<file path="src/verilog/poe_fault_pkg.sv">
package poe_fault_pkg;
    // Port count, counter and field widths
    localparam int            NPORT          = 4;
    localparam int            CNT_W          = 24;          // Timer counter width
    localparam int            CLAMP_FIELD_W  = 4;           // Clamp duration field width
    // Register indices (byte address is four times the index)
    localparam logic [5:0]    IDX_SUMMARY    = 6'h00;
    localparam logic [5:0]    IDX_MASK       = 6'h01;
    localparam logic [5:0]    IDX_FAULT      = 6'h06;
    localparam logic [5:0]    IDX_FAULT_RC   = 6'h07;
    localparam logic [5:0]    IDX_START      = 6'h08;
    localparam logic [5:0]    IDX_START_RC   = 6'h09;
    localparam logic [5:0]    IDX_CLAMP12    = 6'h1E;
    localparam logic [5:0]    IDX_CLAMP34    = 6'h1F;
    // Summary bit positions
    localparam int            SUM_DIS_BIT    = 2;
    localparam int            SUM_TRIP_BIT   = 5;
    localparam int            SUM_START_BIT  = 6;
    // Field positions inside the event registers
    localparam int            LO_NIB         = 0;
    localparam int            HI_NIB         = 4;
    // Reset values
    localparam logic [7:0]    FLAGS_RST      = 8'h00;
    localparam logic [7:0]    MASK_RST       = 8'h00;
    localparam logic [7:0]    CLAMP_RST      = 8'h00;
    // Clock and timing defaults
    localparam int            CLK_MHZ        = 25;
    localparam int            TRIP_TIME_US   = 50000;       // overload_trip_time
    localparam int            UNPLUG_TIME_US = 300000;      // unplug_detect_time
    localparam int            INRUSH_TIME_US = 50000;       // inrush_window_time
    localparam int            CLAMP_STEP_US  = 1000;        // One step of a clamp field

    // Microseconds to whole clock cycles, never below one
    function automatic int us_to_cycles(input int us);
        int c;
        c = us * CLK_MHZ;
        return (c < 1) ? 1 : c;
    endfunction
endpackage

</file>
<file path="src/verilog/monitor_if.sv">
`timescale 1ns/100ps
// Synchronised port monitor indications, one bit per port
interface monitor_if;
    logic [3:0] powered;       // Port is powered
    logic [3:0] starting;      // Port is being turned on
    logic [3:0] over_trip;     // Current above overload_trip_current
    logic [3:0] under_unplug;  // Current below the unplug threshold
    logic [3:0] over_inrush;   // Current above the start-up current
    logic [3:0] at_clamp;      // Current held at current_clamp_level
    modport source (output powered, starting, over_trip, under_unplug, over_inrush, at_clamp);
    modport sink   (input  powered, starting, over_trip, under_unplug, over_inrush, at_clamp);
endinterface

</file>
<file path="src/verilog/monitor_sync.sv">
`timescale 1ns/100ps
module monitor_sync (
    // Clock, reset, enable
    input  wire logic       ref_clk,
    input  wire logic       sys_rst,
    input  wire logic       ce,
    // Raw monitor pins
    input  wire logic [3:0] powered_pin,
    input  wire logic [3:0] starting_pin,
    input  wire logic [3:0] over_trip_pin,
    input  wire logic [3:0] under_unplug_pin,
    input  wire logic [3:0] over_inrush_pin,
    input  wire logic [3:0] at_clamp_pin,
    // Synchronised view
    monitor_if.source       mon
);
    logic [23:0] raw;       // All pins side by side
    logic [23:0] meta_q;    // First stage, read only by the second
    logic [23:0] meta_d;
    logic [23:0] sync_q;    // Second stage, safe to use
    logic [23:0] sync_d;

    assign raw = {at_clamp_pin, over_inrush_pin, under_unplug_pin,
                  over_trip_pin, starting_pin, powered_pin};

    // Next values: shift by one stage when enabled
    always_comb begin
        meta_d = meta_q;
        sync_d = sync_q;
        if (ce) begin
            meta_d = raw;
            sync_d = meta_q;
        end
    end

    // Two flip-flops per pin against metastability
    always_ff @(posedge ref_clk or posedge sys_rst) begin
        if (sys_rst) begin
            meta_q <= 24'h000000;
            sync_q <= 24'h000000;
        end else begin
            meta_q <= meta_d;
            sync_q <= sync_d;
        end
    end

    assign {mon.at_clamp, mon.over_inrush, mon.under_unplug,
            mon.over_trip, mon.starting, mon.powered} = sync_q;
endmodule

</file>
<file path="src/verilog/fault_timer.sv">
`timescale 1ns/100ps
module fault_timer #(
    parameter int W = 24
) (
    // Clock, reset, enable
    input  wire logic         ref_clk,
    input  wire logic         sys_rst,
    input  wire logic         ce,
    // Condition and its allowed duration in cycles
    input  wire logic         cond,
    input  wire logic [W-1:0] limit,
    // One-cycle event when the condition outlasts the limit
    output logic              fire
);
    logic [W-1:0] cnt_q;    // Cycles the condition has held
    logic [W-1:0] cnt_d;
    logic         done_q;   // Event already given for this episode
    logic         done_d;
    logic         fire_q;
    logic         fire_d;

    // Next values: count while held, fire once past the limit
    always_comb begin
        cnt_d  = cnt_q;
        done_d = done_q;
        fire_d = 1'b0;
        if (!cond) begin
            // Condition gone: restart the episode
            cnt_d  = '0;
            done_d = 1'b0;
        end else if (cnt_q < limit) begin
            cnt_d = cnt_q + 1'b1;
        end else if (!done_q) begin
            // Compare with >= so a lowered limit still fires
            fire_d = 1'b1;
            done_d = 1'b1;
        end
    end

    // State registers, frozen while ce is low
    always_ff @(posedge ref_clk or posedge sys_rst) begin
        if (sys_rst) begin
            cnt_q  <= '0;
            done_q <= 1'b0;
            fire_q <= 1'b0;
        end else if (ce) begin
            cnt_q  <= cnt_d;
            done_q <= done_d;
            fire_q <= fire_d;
        end
    end

    assign fire = fire_q;
endmodule

</file>
<file path="src/verilog/poe_port_fault_event_flags.sv">
// Overview of operation
// Overcurrent past trip time sets fault low nibble
// Current below unplug threshold sets fault high nibble
// Fault register read leaves flags unchanged
// Clearing fault view mirrors, read clears both
// Fault bits: trip ports 0-3, unplug 4-7
// Start-up overcurrent past window sets start flag
// Clamp timeout sets start register high nibble
// Clamp duration per port from own field
// Start bits: inrush ports 0-3, clamp 4-7
// Start register read leaves flags unchanged
// Clearing start view mirrors, read clears both
// Summary dis from trip, trip from unplug
// Summary bit six from any start flag
// Interrupt pin low only for masked-in summary
// Flags sticky until clearing read; reset clears
// Event in clearing-read cycle stays set
//
// Implementation choice: the Wishbone register port.
`timescale 1ns/100ps
module poe_port_fault_event_flags
    import poe_fault_pkg::*;
#(
    parameter int TRIP_US   = poe_fault_pkg::TRIP_TIME_US,
    parameter int UNPLUG_US = poe_fault_pkg::UNPLUG_TIME_US,
    parameter int INRUSH_US = poe_fault_pkg::INRUSH_TIME_US,
    parameter int STEP_US   = poe_fault_pkg::CLAMP_STEP_US
) (
    // Clock, reset, enable
    input  wire logic                            ref_clk,
    input  wire logic                            sys_rst,
    input  wire logic                            ce,
    // Classic Wishbone slave
    input  wire logic                            wb_cyc_i,
    input  wire logic                            wb_stb_i,
    input  wire logic                            wb_we_i,
    input  wire logic [7:0]                      wb_adr_i,
    input  wire logic [3:0]                      wb_sel_i,
    input  wire logic [31:0]                     wb_dat_i,
    output logic      [31:0]                     wb_dat_o,
    output logic                                 wb_ack_o,
    // Port monitor pins, asynchronous
    input  wire logic [poe_fault_pkg::NPORT-1:0] powered_pin,
    input  wire logic [poe_fault_pkg::NPORT-1:0] starting_pin,
    input  wire logic [poe_fault_pkg::NPORT-1:0] over_trip_pin,
    input  wire logic [poe_fault_pkg::NPORT-1:0] under_unplug_pin,
    input  wire logic [poe_fault_pkg::NPORT-1:0] over_inrush_pin,
    input  wire logic [poe_fault_pkg::NPORT-1:0] at_clamp_pin,
    // Port switch-off requests
    output logic      [poe_fault_pkg::NPORT-1:0] port_off,
    // Interrupt
    output logic                                 irq,
    output logic                                 irq_n
);
    import poe_fault_pkg::*;

    // Timer limits in cycles, derived from the times
    localparam int TRIP_CYC   = us_to_cycles(TRIP_US);
    localparam int UNPLUG_CYC = us_to_cycles(UNPLUG_US);
    localparam int INRUSH_CYC = us_to_cycles(INRUSH_US);
    localparam int STEP_CYC   = us_to_cycles(STEP_US);

    localparam logic [CNT_W-1:0] TRIP_LIM   = CNT_W'(TRIP_CYC);
    localparam logic [CNT_W-1:0] UNPLUG_LIM = CNT_W'(UNPLUG_CYC);
    localparam logic [CNT_W-1:0] INRUSH_LIM = CNT_W'(INRUSH_CYC);

    // Clamp duration: field value n allows n+1 steps
    function automatic logic [CNT_W-1:0] clamp_cycles(input logic [CLAMP_FIELD_W-1:0] f);
        int c;
        c = (int'(f) + 1) * STEP_CYC;
        return CNT_W'(c);
    endfunction

    // Synchronised monitor bundle
    monitor_if mon ();

    // Bus state
    logic [5:0]  idx;            // Word index of the access
    logic        req_new;        // First cycle of a request
    logic        rd_take;        // Read answered at this edge
    logic        wr_take;        // Write taken at this edge
    logic        ack_q;
    logic        ack_d;
    logic [31:0] rdat_q;         // Read data, registered
    logic [31:0] rdat_d;

    // Software-steered registers
    logic [7:0]  mask_q;         // Interrupt mask, summary layout
    logic [7:0]  mask_d;
    logic [7:0]  clamp12_q;      // Clamp fields for ports 1 and 2
    logic [7:0]  clamp12_d;
    logic [7:0]  clamp34_q;      // Clamp fields for ports 3 and 4
    logic [7:0]  clamp34_d;

    // Event flags, shared by plain and clearing views
    logic [7:0]  fault_q;
    logic [7:0]  fault_d;
    logic [7:0]  start_q;
    logic [7:0]  start_d;

    // Timer events per port
    logic [NPORT-1:0] trip_fire;
    logic [NPORT-1:0] unplug_fire;
    logic [NPORT-1:0] inrush_fire;
    logic [NPORT-1:0] clamp_fire;
    logic [CNT_W-1:0] clamp_lim [NPORT];

    // Outputs registered
    logic [NPORT-1:0] off_q;
    logic [NPORT-1:0] off_d;
    logic        irq_q;
    logic        irq_d;
    logic [7:0]  summary;        // Summary register view

    // Pin synchroniser
    monitor_sync u_sync (
        .ref_clk          (ref_clk),
        .sys_rst          (sys_rst),
        .ce               (ce),
        .powered_pin      (powered_pin),
        .starting_pin     (starting_pin),
        .over_trip_pin    (over_trip_pin),
        .under_unplug_pin (under_unplug_pin),
        .over_inrush_pin  (over_inrush_pin),
        .at_clamp_pin     (at_clamp_pin),
        .mon              (mon)
    );

    // Each port owns its clamp field
    assign clamp_lim[0] = clamp_cycles(clamp12_q[3:0]);
    assign clamp_lim[1] = clamp_cycles(clamp12_q[7:4]);
    assign clamp_lim[2] = clamp_cycles(clamp34_q[3:0]);
    assign clamp_lim[3] = clamp_cycles(clamp34_q[7:4]);

    // Four timers per port, one for each kind of shutdown
    for (genvar p = 0; p < NPORT; p++) begin : g_port
        // Powered port above the trip current
        fault_timer #(.W(CNT_W)) u_trip (
            .ref_clk (ref_clk),
            .sys_rst (sys_rst),
            .ce      (ce),
            .cond    (mon.powered[p] & mon.over_trip[p]),
            .limit   (TRIP_LIM),
            .fire    (trip_fire[p])
        );
        // Powered port below the unplug threshold
        fault_timer #(.W(CNT_W)) u_unplug (
            .ref_clk (ref_clk),
            .sys_rst (sys_rst),
            .ce      (ce),
            .cond    (mon.powered[p] & mon.under_unplug[p]),
            .limit   (UNPLUG_LIM),
            .fire    (unplug_fire[p])
        );
        // Turn-on phase above the start-up current
        fault_timer #(.W(CNT_W)) u_inrush (
            .ref_clk (ref_clk),
            .sys_rst (sys_rst),
            .ce      (ce),
            .cond    (mon.starting[p] & mon.over_inrush[p]),
            .limit   (INRUSH_LIM),
            .fire    (inrush_fire[p])
        );
        // Port held at the clamp level
        fault_timer #(.W(CNT_W)) u_clamp (
            .ref_clk (ref_clk),
            .sys_rst (sys_rst),
            .ce      (ce),
            .cond    (mon.powered[p] & mon.at_clamp[p]),
            .limit   (clamp_lim[p]),
            .fire    (clamp_fire[p])
        );
    end

    // Bus decode: a new request is answered one cycle later
    assign idx     = wb_adr_i[7:2];
    assign req_new = wb_cyc_i & wb_stb_i & ~ack_q;
    assign rd_take = req_new & ~wb_we_i;
    assign wr_take = req_new & wb_we_i & wb_sel_i[0];

    // Summary derived live from the flags
    always_comb begin
        summary                = 8'h00;
        summary[SUM_DIS_BIT]   = |fault_q[LO_NIB +: NPORT];
        summary[SUM_TRIP_BIT]  = |fault_q[HI_NIB +: NPORT];
        summary[SUM_START_BIT] = |start_q;
    end

    // Read multiplexer; unmapped words read as zero
    function automatic logic [31:0] reg_read(input logic [5:0] i);
        logic [7:0] v;
        v = 8'h00;
        unique case (i)
            IDX_SUMMARY:  v = summary;
            IDX_MASK:     v = mask_q;
            IDX_FAULT:    v = fault_q;
            IDX_FAULT_RC: v = fault_q;
            IDX_START:    v = start_q;
            IDX_START_RC: v = start_q;
            IDX_CLAMP12:  v = clamp12_q;
            IDX_CLAMP34:  v = clamp34_q;
            default:      v = 8'h00;
        endcase
        return {24'h000000, v};
    endfunction

    // Next bus state: ack one cycle, data latched with it
    always_comb begin
        ack_d  = req_new;
        rdat_d = rdat_q;
        if (rd_take) begin
            rdat_d = reg_read(idx);
        end
    end

    // Next control registers: low byte lane only
    always_comb begin
        mask_d    = mask_q;
        clamp12_d = clamp12_q;
        clamp34_d = clamp34_q;
        if (wr_take) begin
            unique case (idx)
                IDX_MASK:    mask_d    = wb_dat_i[7:0];
                IDX_CLAMP12: clamp12_d = wb_dat_i[7:0];
                IDX_CLAMP34: clamp34_d = wb_dat_i[7:0];
                default:     mask_d    = mask_q;  // Other words ignore writes
            endcase
        end
    end

    // Next flags: only the clearing views clear; new events win
    always_comb begin
        logic [7:0] fault_set;
        logic [7:0] start_set;
        logic       fault_clr;
        logic       start_clr;
        fault_set = {unplug_fire, trip_fire};
        start_set = {clamp_fire, inrush_fire};
        fault_clr = rd_take & (idx == IDX_FAULT_RC);
        start_clr = rd_take & (idx == IDX_START_RC);
        fault_d   = fault_q;
        start_d   = start_q;
        if (fault_clr) begin
            fault_d = 8'h00;
        end
        if (start_clr) begin
            start_d = 8'h00;
        end
        // Set after clear so a same-cycle event survives the read
        fault_d = fault_d | fault_set;
        start_d = start_d | start_set;
    end

    // Next outputs: switch-off pulse and masked interrupt
    always_comb begin
        off_d = trip_fire | unplug_fire | inrush_fire | clamp_fire;
        irq_d = |(summary & mask_q);
    end

    // Registers; ce low freezes everything, bus included
    always_ff @(posedge ref_clk or posedge sys_rst) begin
        if (sys_rst) begin
            ack_q     <= 1'b0;
            rdat_q    <= 32'h00000000;
            mask_q    <= MASK_RST;
            clamp12_q <= CLAMP_RST;
            clamp34_q <= CLAMP_RST;
            fault_q   <= FLAGS_RST;
            start_q   <= FLAGS_RST;
            off_q     <= '0;
            irq_q     <= 1'b0;
        end else if (ce) begin
            ack_q     <= ack_d;
            rdat_q    <= rdat_d;
            mask_q    <= mask_d;
            clamp12_q <= clamp12_d;
            clamp34_q <= clamp34_d;
            fault_q   <= fault_d;
            start_q   <= start_d;
            off_q     <= off_d;
            irq_q     <= irq_d;
        end
    end

    // Port outputs
    assign wb_ack_o = ack_q;
    assign wb_dat_o = rdat_q;
    assign port_off = off_q;
    assign irq      = irq_q;
    assign irq_n    = ~irq_q;
endmodule

</file>
<file path="config.mk">
export PLATFORM = sky130hd
export DESIGN_NAME = poe_port_fault_event_flags
export DESIGN_NICKNAME = d
export VERILOG_FILES = /design/src/verilog/poe_fault_pkg.sv /design/src/verilog/monitor_if.sv /design/src/verilog/monitor_sync.sv /design/src/verilog/fault_timer.sv /design/src/verilog/poe_port_fault_event_flags.sv
export SDC_FILE = /design/constraint.sdc
export NUM_CORES = 1
export LEC_CHECK = 0
export BUFFER_PORTS_ARGS = -buffer_cell sky130_fd_sc_hd__buf_2
export CAP_MARGIN = 20
export CORE_ASPECT_RATIO = 0.6
export CORE_MARGIN = 3
export CORE_UTILIZATION = 35
export CTS_BUF_LIST = sky130_fd_sc_hd__clkbuf_16
export DETAILED_ROUTE_END_ITERATION = 8
export PLACE_DENSITY = 0.56
export SLEW_MARGIN = 20
export SYNTH_ARGS = -nofsm -noshare
export SYNTH_HDL_FRONTEND = slang
export SYNTH_SLANG_ARGS = --single-unit
</file>
<file path="constraint.sdc">
create_clock -name ref_clk -period 44.4 [get_ports ref_clk]
set_input_delay 2.22 -clock ref_clk [delete_from_list [all_inputs] [get_ports ref_clk]]
set_output_delay 2.22 -clock ref_clk [all_outputs]
set_load 0.02 [all_outputs]
</file>
# Yosys cells after proc, flatten, opt, wreduce, memory -nomap -nowiden
# Index checks and enable logic that the tools add are counted.
[op_classes] n_addsub=20 mul=4 n_lt_le_gt_ge=16 n_eq_ne=39 muxes=115 bitwise=32 reduce_logical=43
[ops] operator="two-way mux 24 bit" count=32
[ops] operator="adder 24 x 1 -> 24 bit (second input constant)" count=16
[ops] operator="< comparator 24 x 21 -> 1 bit (second input constant)" count=8
[ops] operator="< comparator 24 x 20 -> 1 bit" count=4
[ops] operator="< comparator 24 x 23 -> 1 bit (second input constant)" count=4
[ops] operator="two-way mux 1 bit" count=80
[ops] operator="multiplier 5 x 12 -> 17 bit (second input constant)" count=4
[ops] operator="AND reduction 2 bit" count=33
[ops] operator="inequality test 2 bit (second input constant)" count=32
[ops] operator="case mux 8 bit (6 select lines)" count=1
[ops] operator="bitwise AND 1 bit" count=23
[ops] operator="adder 4 x 1 -> 5 bit (second input constant)" count=4
[ops] operator="two-way mux 8 bit" count=2
[ops] operator="OR 8 bit" count=2
[ops] operator="OR reduction 8 bit" count=2
[ops] operator="== test 6 x 3 -> 1 bit (second input constant)" count=2
[ops] operator="== test 6 x 4 -> 1 bit (second input constant)" count=2
[ops] operator="== test 6 x 5 -> 1 bit (second input constant)" count=2
[ops] operator="OR 4 bit" count=3
[ops] operator="AND reduction 3 bit" count=3
[ops] operator="bitwise AND 7 x 8 -> 8 bit" count=1
[ops] operator="OR reduction 4 bit" count=2
[ops] operator="== test 6 x 1 -> 1 bit (second input constant)" count=1
[ops] operator="logical NOT 6 bit" count=1
[ops] operator="other kinds (2)" count=5
[totals] ff_bits=518 input_bits=74 out_inout_bits=39 word_cells=328

# Logic depth before layout (Yosys ltp)
# Gate-level depths: netlist (run 1).
[logic_depth] word_depth=6 depth_mapped=24 mapped_depth_nobuf=23

# Hierarchy
# From an unflattened synthesis (run 1), not the netlist that was laid out.
[unflattened] cells_unflattened=5135 area_unflattened_um2=44331.3
[by_module_without_submodules] mod="fault_timer" instances=16 cells_each=274 area_each_um2=2274.7 seq_area_each_um2=650.6
[by_module_without_submodules] mod="poe_port_fault_event_flags" instances=1 cells_each=649 area_each_um2=6072.1 seq_area_each_um2=1351.3
[by_module_without_submodules] mod="monitor_sync" instances=1 cells_each=102 area_each_um2=1864.3 seq_area_each_um2=1201.2

# Worst setup path before layout (run 1)
# Ideal clock, no wire load.
[synth_path] kind="register to register" from="reg clamp12_q[4]" to="reg g_port[1].u_clamp.cnt_q[14]" setup_time_ps=69 arrival_ps=5184 t_required_ps=44331 path_slack_ps=39147 stages_incl_launch_ff=23 n_path_buf=0 period_less_slack_ps=5253 cell_sequence="dfrtp_1 > ha_1 > xor2_1 > ha_1 > xnor2_1 > ha_1 > ha_1 > ha_1 > a211o_1 > a21boi_0 > o21bai_1 > a31oi_1 > o21ai_0 > a31oi_1 > xor2_1 > ha_1 > and3_1 > o21ai_0 > o2111ai_1 > nor3_4 > nand4_1 > or4_1 > nand3_1"
[synth_via] elab_chain_len=5
[synth_rtl] item="start: declaration" line="poe_port_fault_event_flags.sv:90" source="logic [7:0] clamp12_q;"
[synth_rtl] item="start signal: assignment" line="poe_port_fault_event_flags.sv:276" source="clamp12_q <= clamp12_d;"
[synth_rtl] item="adder 4 x 1 -> 5 bit" line="poe_port_fault_event_flags.sv:70" source="c = (int'(f) + 1) * STEP_CYC;"
[synth_rtl] item="multiplier 5 x 12 -> 17 bit" line="poe_port_fault_event_flags.sv:70"
[synth_rtl] item="< comparator 24 x 20 -> 1 bit" line="fault_timer.sv:31" source="end else if (cnt_q < limit) begin"
[synth_rtl] item="inequality test 2 bit (no line)"
[synth_rtl] item="AND reduction 2 bit (no line)"
[synth_rtl] item="end signal: assignment" line="fault_timer.sv:47" source="cnt_q <= cnt_d;"
[synth_rtl] item="end: declaration" line="fault_timer.sv:15" source="logic [W-1:0] cnt_q;"
# Every way passes these cells.
# A chain may end at the register's enable or synchronous reset.

# Worst setup path after layout (run 1)
[layout_path] from="reg clamp34_q[4]" to="reg g_port[3].u_clamp.cnt_q[7]"
[layout_via] elab_chain_len=5
[layout_rtl] item="start: declaration" line="poe_port_fault_event_flags.sv:92" source="logic [7:0] clamp34_q;"
[layout_rtl] item="start signal: assignment" line="poe_port_fault_event_flags.sv:277" source="clamp34_q <= clamp34_d;"
[layout_rtl] item="adder 4 x 1 -> 5 bit" line="poe_port_fault_event_flags.sv:70"
[layout_rtl] item="multiplier 5 x 12 -> 17 bit" line="poe_port_fault_event_flags.sv:70"
[layout_rtl] item="< comparator 24 x 20 -> 1 bit" line="fault_timer.sv:31"
[layout_rtl] item="inequality test 2 bit (no line)"
[layout_rtl] item="AND reduction 2 bit (no line)"
[layout_rtl] item="end signal: assignment" line="fault_timer.sv:47"
[layout_rtl] item="end: declaration" line="fault_timer.sv:15"
# Every way passes these cells.

==> flow_metrics.env, run 1 <==
export IMPL_clock_latency_ns=0.61
export IMPL_synth_seq_area_share_pct=42.8
export IMPL_path_max_fanout=19
export IMPL_path_buf_inv=0
export IMPL_whs_endpoint="g_port[1].u_inrush.fire"
export IMPL_synth_area_leaders="dfrtp_1 (43%), ha_1 (8.5%), o21ai_0 (5.9%)"
export IMPL_worstPathCellList="ha_1, xor2_1, ha_1, xnor2_1, ha_1, ha_1, ha_1, a211o_1, a21boi_0, o21bai_1, a31oi_1, o21ai_0, a31oi_1, xor2_1, ha_1, nand2_1, o211ai_1, a21oi_1, nand2_1, or4_1, nand3_1"
export IMPL_cts_tree="done"
export IMPL_p_leak_nw=15.2
export IMPL_design_die_area_um2=90300
export IMPL_final_layout_size_suffix_gt1_share_pct=8.15
export IMPL_synth_seq_cells=518
export IMPL_vias_per_cell=5.41
export IMPL_grt_util_all_layers_pct=16.3
export IMPL_ys_types=85
export IMPL_place_hpwl_mm=50.8
export IMPL_finalWirelength_mm=73.6
export IMPL_clock_skew_ns=0.0178
export IMPL_critPathLaunchType="flop"
export IMPL_overflow=0
export IMPL_fp_dieW_um=386
export IMPL_fin_setup_tns_ns=0
export IMPL_rsz0062_at_grt="false"
export IMPL_ys_warn_count=0
export IMPL_pin_count=113
export IMPL_tightestPinTransition_ns=1.06
export IMPL_synth_top_family_by_area="simple AND/OR/NAND/NOR gates"
export IMPL_endpoint_kind="flop"
export IMPL_r2r_cells=21
export IMPL_drtAntennaViolNets=0
export IMPL_cts_root_buf="clkbuf_16"
export IMPL_timing_rr_start="clamp34_q[4]"
export IMPL_crit_path_frequent_cell="ha_1"
export IMPL_relSlewSlack_pct=28.9
export IMPL_core_region_area_um2=84600
export IMPL_yosys_area_share_adder_pct=8.72
export IMPL_fin_crit_ns=6.87
export IMPL_drtIter0Drc=1824
export IMPL_numCtsBuffers=53
export IMPL_ff2ff_setup_slack_ns=37.53
export IMPL_status="finished clean"
export IMPL_antenna_found_initial=1
export IMPL_hold_depth=1
export IMPL_cts_sinks=518
export IMPL_r2r_end="g_port[3].u_clamp.cnt_q[7]"
export IMPL_synth_compound_area_share_pct=17.7
export IMPL_critPathKind="reg -> reg"
export IMPL_rows=82
export IMPL_ctsHtreeMaxLevel=2
export IMPL_grtUsageMet1_pct=28.0
export IMPL_final_common_cell="dfrtp_1"
export IMPL_fmax_mhz=146
export IMPL_die_h_um=234
export IMPL_layout_nets=3552
export IMPL_cts_hold_buf=0
export IMPL_hp_class="reg -> reg"
export IMPL_synth_xor_area_share_pct=4.51
export IMPL_synth_edff_count=0
export IMPL_place_inst=4348
export IMPL_muxShareOfSynthArea_pct=3.18
export IMPL_power_density_nw_per_um2=31.1
export IMPL_synth_avg_cell_area_um2=9.28
export IMPL_peakVddDrop_v=0.0000263
export IMPL_vias=24100
export IMPL_crit_path_start="clamp34_q[4]"
export IMPL_cts_path_max_buffers=3
export IMPL_synth_top_cell_area_share_pct=42.8
export IMPL_slowest_delay_ns=0.74
export IMPL_ys_async_sr_fraction_pct=100
export IMPL_yosys_area_share_simple_pct=19.8
export IMPL_worstPathArrival_ns=7.41
export IMPL_synth_flop_cell="dfrtp_1"
export IMPL_fin_crit_sh_pct=15.5
export IMPL_path_clk_slew_ns=0.06
export IMPL_gp_congestion=0.831
export IMPL_busiest_layer="met1"
export IMPL_grt_pass1_wl_mm=123
export IMPL_grt_start_max_net_pins=131
export IMPL_cp_top_family="compound AO/OA/AOI/OAI gates"
export IMPL_layout_common_cells="dfrtp_1 (518), o21ai_0 (356), nand2_1 (317), nor2_1 (261), ha_1 (205)"
export IMPL_grt_pass1_vias=22300
export IMPL_cp_slowest_cell="a21oi_1"
export IMPL_drc_errors=0
export IMPL_syn_to_final_growth_pct=9.80
export IMPL_maxSlewViolCount=0
export IMPL_port_buffers=59
export IMPL_syn_inst=3267
export IMPL_synthesis_area_um2=30300
export IMPL_finalHoldViolCount=0
export IMPL_layout_cells_non_filler=4447
export IMPL_setup_viol=0
export IMPL_met2_usage_pct=20.4
export IMPL_fillers=8465
export IMPL_synth_top_cell_by_area="dfrtp_1"
export IMPL_cts_resized=0
export IMPL_post_cts_buffers=0
export IMPL_drtPass1Iterations=6
export IMPL_routedWlPerCell_um=16.6
export IMPL_maxCapViolCount=0
export IMPL_cp_data_required_time_ns=44.94
export IMPL_min_from="g_port[1].u_inrush.done_q"
export IMPL_cp_depth=21
export IMPL_grtUsageMet3_pct=2.59
export IMPL_initial_core_util_pct=35.8
## worst reg2reg max path: cells and delay by family (launching register included)
kind	cells	cell delay, ns
and+or+nand+nor	4	1.48
AOI/OAI and AO/OA	8	2.18
adders and majority gates	6	1.72
xor gates and xnor gates	3	0.84
DFF	1	0.57
## stage by stage
step / utilization (%) / area, µm² / power [mW] / setup slack [ns] / hold slack, ns
after global routing: 39.3 / 33300 / 1.09 / 37.12 / 0.471
final: 39.3 / 33300 / 1.04 / 37.53 / 0.451
after floorplan: - / 30400 / 0.577 / 27.71 / 0.425
after detailed placement: 37.4 / 31600 / 0.607 / 37.70 / 0.445
after global placement: 37.4 / 31600 / 0.606 / 37.72 / 0.444
after CTS: 39.3 / 33300 / 1.05 / 37.65 / 0.459
## cell type report
| type | count | area, µm² | share of cell area (%) |
|---|---|---|---|
| multi-input cells | 2532 | 16400 | 49.4 |
| flip-flops and latches | 518 | 13000 | 38.9 |
| well taps | 1134 | 1420 | 4.26 |
| clock buffers | 53 | 1330 | 3.98 |
| repair buffers | 84 | 508 | 1.53 |
| clock inverters | 45 | 323 | 0.970 |
| inverters | 80 | 310 | 0.932 |
| diodes | 1 | 2.50 | 0.00752 |
## Yosys cell counts, types with 8 or more instances
cell      number
dfrtp_1      518
o21ai_0      356
nand2_1      317
nor2_1       261
ha_1         205
nand3_1      141
a21oi_1      136
clkbuf_1     111
and3_1       105
xor2_1        93
inv_1         80
nand4_1       75
mux2_2        74
a31oi_1       73
nor3_1        67
xnor2_1       63
and2_1        62
o31ai_1       56
nor4_1        41
a22o_1        35
o41ai_1       30
o211ai_1      25
a21o_1        24
buf_4         24
and4_1        23
o21a_1        18
or3_1         18
a41oi_1       17
nor2b_1       17
buf_2         16
or4_1         14
mux2i_1       13
nor3b_1       11
or2_2         11
buf_1          8
## metal layers
| metal | routed length (µm) | up-vias |
|---|---|---|
| met4 | 1020 | 0 |
| met5 | 0 | - |
| met1 | 42200 | 11500 |
| met2 | 26500 | 486 |
| li1 | - | 12000 |
| met3 | 3850 | 59 |
## how the worst max path moves through the flow
stage	end	slack [ns]
global route	g_port[3].u_clamp.cnt_q[7]	37.12
detailed placement	g_port[3].u_clamp.cnt_q[7]	37.70
CTS	g_port[3].u_clamp.cnt_q[7]	37.65
global placement	g_port[3].u_clamp.cnt_q[7]	37.72
floorplan	clamp12_q[0]	27.71
finish	g_port[3].u_clamp.cnt_q[7]	37.53
## registers in the layout, summed over array words and instances, names as in the netlist, 8 cells and up
name	cells
clamp12_q	8
clamp34_q	8
fault_q	8
g_port.u_clamp.cnt_q	96
g_port.u_inrush.cnt_q	96
g_port.u_trip.cnt_q	96
g_port.u_unplug.cnt_q	96
mask_q	8
start_q	8
u_sync.meta_q	24
u_sync.sync_q	24
wb_dat_o	8
## cells by family (layout without fill, tap and decap cells)
logic type      Yosys count  in the layout
buf+inv                 240            262
compound gates          857            857
simple gates           1199           1199
other cells               1             25
fa+ha+maj               209            209
mux                      87             87
flops                   518            518
xor+xnor                156            156
## power breakdown
part,total [mW],leakage [nW],internal [mW],switching [mW]
combinational,0.0987,7.34,0.0319,0.0668
sequential,0.499,7.05,0.484,0.0141
clock,0.438,0.845,0.241,0.197
(Power assumes the default switching activity.)
==> inputs of run 2 (changes only) <==
--- a/config.mk
+++ b/config.mk
@@ -5,6 +5,7 @@
 export SDC_FILE = /design/constraint.sdc
 export NUM_CORES = 1
 export LEC_CHECK = 0
+export ABC_AREA = 1
 export BUFFER_PORTS_ARGS = -buffer_cell sky130_fd_sc_hd__buf_2
 export CAP_MARGIN = 20
 export CORE_ASPECT_RATIO = 0.6
==> constraint.sdc (replaced) <==
create_clock -name ref_clk -period 6.9 [get_ports ref_clk]
set_input_delay 0.345 -clock ref_clk [delete_from_list [all_inputs] [get_ports ref_clk]]
set_output_delay 0.345 -clock ref_clk [all_outputs]
set_load 0.02 [all_outputs]
==> run 2 against run 1 <==
Against the previous run:
- final area rose by 19%
- first-iteration DRC count up 53%
- clock-buffer cell count grew 3
- critical path type unchanged
==> flow_metrics.env, run 2 <==
export IMPL_grt_pass1_vias=29200
export IMPL_finalWirelength_mm=95.4
export IMPL_synthesis_area_um2=36100
export IMPL_final_common_cell="nand2_1"
export IMPL_cts_resized=0
export IMPL_synth_seq_cells=518
export IMPL_drtIter0Drc=2794
export IMPL_utilization_pct=38.9
export IMPL_setup_viol=0
export IMPL_worstPathCellList="ha_1, xor2_1, ha_1, xor2_1, ha_1, a21o_1, ha_1, ha_1, a21oi_1, nand2_1, a21oi_1, o21ai_0, xnor2_1, ha_1, nand2_1, nor2_1, nand2_1, inv_1, nand2_1, nand3_1, nand2_1, nand2_1, nand2_1, nand2_1"
export IMPL_fmax_mhz=180
export IMPL_syn_to_final_growth_pct=9.39
export IMPL_grt_pass1_wl_mm=158
export IMPL_design_die_area_um2=107000
export IMPL_cts_tree="done"
export IMPL_power_density_nw_per_um2=164
export IMPL_core_region_area_um2=101000
export IMPL_crit_path_frequent_cell="nand2_1"
export IMPL_rsz0062_at_grt="false"
export IMPL_relSlewSlack_pct=41.9
export IMPL_ctsHtreeMaxLevel=2
export IMPL_fin_crit_sh_pct=80.4
export IMPL_cts_path_max_buffers=3
export IMPL_fp_dieW_um=421
export IMPL_ys_types=54
export IMPL_die_h_um=255
export IMPL_synth_seq_area_share_pct=35.9
export IMPL_synth_edff_count=0
export IMPL_maxSlewViolCount=0
export IMPL_synth_most_common_cell="nand2_1"
export IMPL_place_hpwl_mm=69.0
export IMPL_routedWlPerCell_um=14.3
export IMPL_finalPower_mw=6.49
export IMPL_cp_slowest_cell="nand2_1"
export IMPL_critPathKind="reg -> reg"
export IMPL_worstPathArrival_ns=6.07
export IMPL_place_inst=6559
export IMPL_design_area_um2=39500
export IMPL_synth_avg_cell_area_um2=6.90
export IMPL_synth_top_cell_area_share_pct=35.9
export IMPL_drc_errors=0
export IMPL_cp_data_required_time_ns=7.42
export IMPL_drtPass1Iterations=7
export IMPL_p_leak_nw=18.7
export IMPL_synth_flop_cell="dfrtp_1"
export IMPL_grt_start_max_net_pins=148
export IMPL_maxCapViolCount=0
export IMPL_gp_congestion=0.927
export IMPL_syn_inst=5238
export IMPL_pin_count=113
export IMPL_cts_root_buf="clkbuf_16"
export IMPL_ys_async_sr_fraction_pct=100
export IMPL_vias=32400
export IMPL_final_layout_size_suffix_gt1_share_pct=5.01
export IMPL_vias_per_cell=4.84
export IMPL_ys_warn_count=0
export IMPL_synth_top_cell_by_area="dfrtp_1"
export IMPL_numCtsBuffers=55
export IMPL_overflow=0
export IMPL_drtAntennaViolNets=0
export IMPL_cts_sinks=518
export IMPL_path_max_fanout=21
export IMPL_finalHoldViolCount=0
export IMPL_tightestPinTransition_ns=0.872
export IMPL_path_clk_slew_ns=0.07
export IMPL_peakVddDrop_v=0.000182
export IMPL_rows=90
export IMPL_fin_crit_ns=5.55
export IMPL_initial_core_util_pct=35.6
export IMPL_grt_util_all_layers_pct=17.7
export IMPL_fillers=10800
export IMPL_critPathLaunchType="flop"
export IMPL_clock_skew_ns=0.0358
export IMPL_pre_cts_slack_ns=1.41
export IMPL_post_cts_buffers=0
export IMPL_fin_ws_ns=1.35
export IMPL_hp_class="in -> reg"
export IMPL_synthTopCellsByCount="nand2_1 (1813), nor2_1 (753), dfrtp_1 (518)"
export IMPL_postPlaceCellArea_um2=37500
export IMPL_layout_nets=5545
export IMPL_clock_latency_ns=0.64
export IMPL_antenna_found_initial=0
export IMPL_port_buffers=59
export IMPL_layout_common_cells="nand2_1 (1813), nor2_1 (752), dfrtp_1 (518), inv_1 (459), nand3_1 (418)"
export IMPL_slowest_delay_ns=0.59
export IMPL_status="finished clean"
export IMPL_endpoint_kind="flop"
export IMPL_layout_cells_non_filler=6686
export IMPL_synth_area_leaders="dfrtp_1 (36%), nand2_1 (19%), nor2_1 (7.8%)"
-- run 2: changes by cell type in the layout (fill, tap and decap cells not counted), moves of 60 or more --
cell and change:
inv_1 +372, and3_1 -104, a31oi_1 -63, nand3_1 +277, and2_1 -60, nand2_1 +1496, xor2_1 +66, mux2_2 -74
o21ai_0 -194, nand4_1 +72, nor2_1 +491
-- run 2: worst max-delay path, delay by kind of cell (launching register included) --
family / cells / cell delay (ns)
buffers and inverters: 1 / 0.04
flip-flops: 1 / 0.51
AND/OR/NAND/NOR: 10 / 1.65
adder cells (fa/ha/maj): 6 / 1.66
XOR/XNOR: 3 / 0.75
AO/OA/AOI/OAI: 4 / 0.79
-- run 2: worst paths after layout --
check,startpoint,endpoint,slack (ns),depth (start not counted)
min in group asynchronous,sys_rst,g_port[0].u_unplug.cnt_q[7],0.43,3
max in group asynchronous,sys_rst,g_port[1].u_clamp.cnt_q[10],4.73,5
worst min-delay path,wb_dat_i[7],clamp12_q[7],0.04,3
worst max-delay path,clamp34_q[0],g_port[2].u_clamp.cnt_q[7],1.35,24
worst min register to register,g_port[3].u_inrush.done_q,g_port[3].u_inrush.fire,0.45,1
worst max register to register,clamp34_q[0],g_port[2].u_clamp.cnt_q[7],1.35,24
-- run 2: area by class of cell --
cell class / instances / area, µm² / area share (%)
multi-input combinational: 4130 / 20600 / 52.3
clock buffer: 56 / 1400 / 3.55
timing repair buffer: 102 / 743 / 1.88
tap: 1380 / 1730 / 4.37
sequential: 518 / 13000 / 32.8
inverter: 455 / 1710 / 4.34
clock inverter: 44 / 313 / 0.792
antenna: 1 / 2.50 / 0.00633
-- run 2: what timing repair did --
| item | 4_1_cts | 5_1_grt |
|---|---|---|
| setup endpoints to repair | 0 | 0 |
| hold buffers | 26 | 0 |
| endpoints found under the hold margin | 58 | 0 |
-- run 2: report_power, final --
group	leakage, nW	total [mW]	internal [mW]	switching [mW]
sequential	7.06	3.13	3.09	0.0435
clock	0.889	2.92	1.59	1.34
combinational	10.8	0.436	0.0973	0.338
-- run 2: through the flow --
step           hold WS (ns)  TNS [ns]
6_report             0.0354         0
3_5_place_dp          0.447         0
4_1_cts             0.00104         0
3_3_place_gp          0.439         0
5_1_grt              0.0247         0
2_1_floorplan         0.427   -249.29
-- run 2: cells by family after synthesis --
| group | after synthesis | synth area share, % |
|---|---|---|
| AO/OA/AOI/OAI | 372 | 5.79 |
| XOR/XNOR | 241 | 5.84 |
| adder cells (fa/ha/maj) | 209 | 7.32 |
| buffers and inverters | 613 | 7.19 |
| flip-flops | 518 | 35.9 |
| other | 1 | 0.0104 |
| AND/OR/NAND/NOR | 3284 | 38.0 |
-- run 2: per-layer routing --
metal | track usage, % | share of wire (%)
met1 | 29.8 | 56
met2 | 23.3 | 37
met3 | 2.47 | 5.4
met4 | 3.21 | 1.5
met5 | 0 | 0
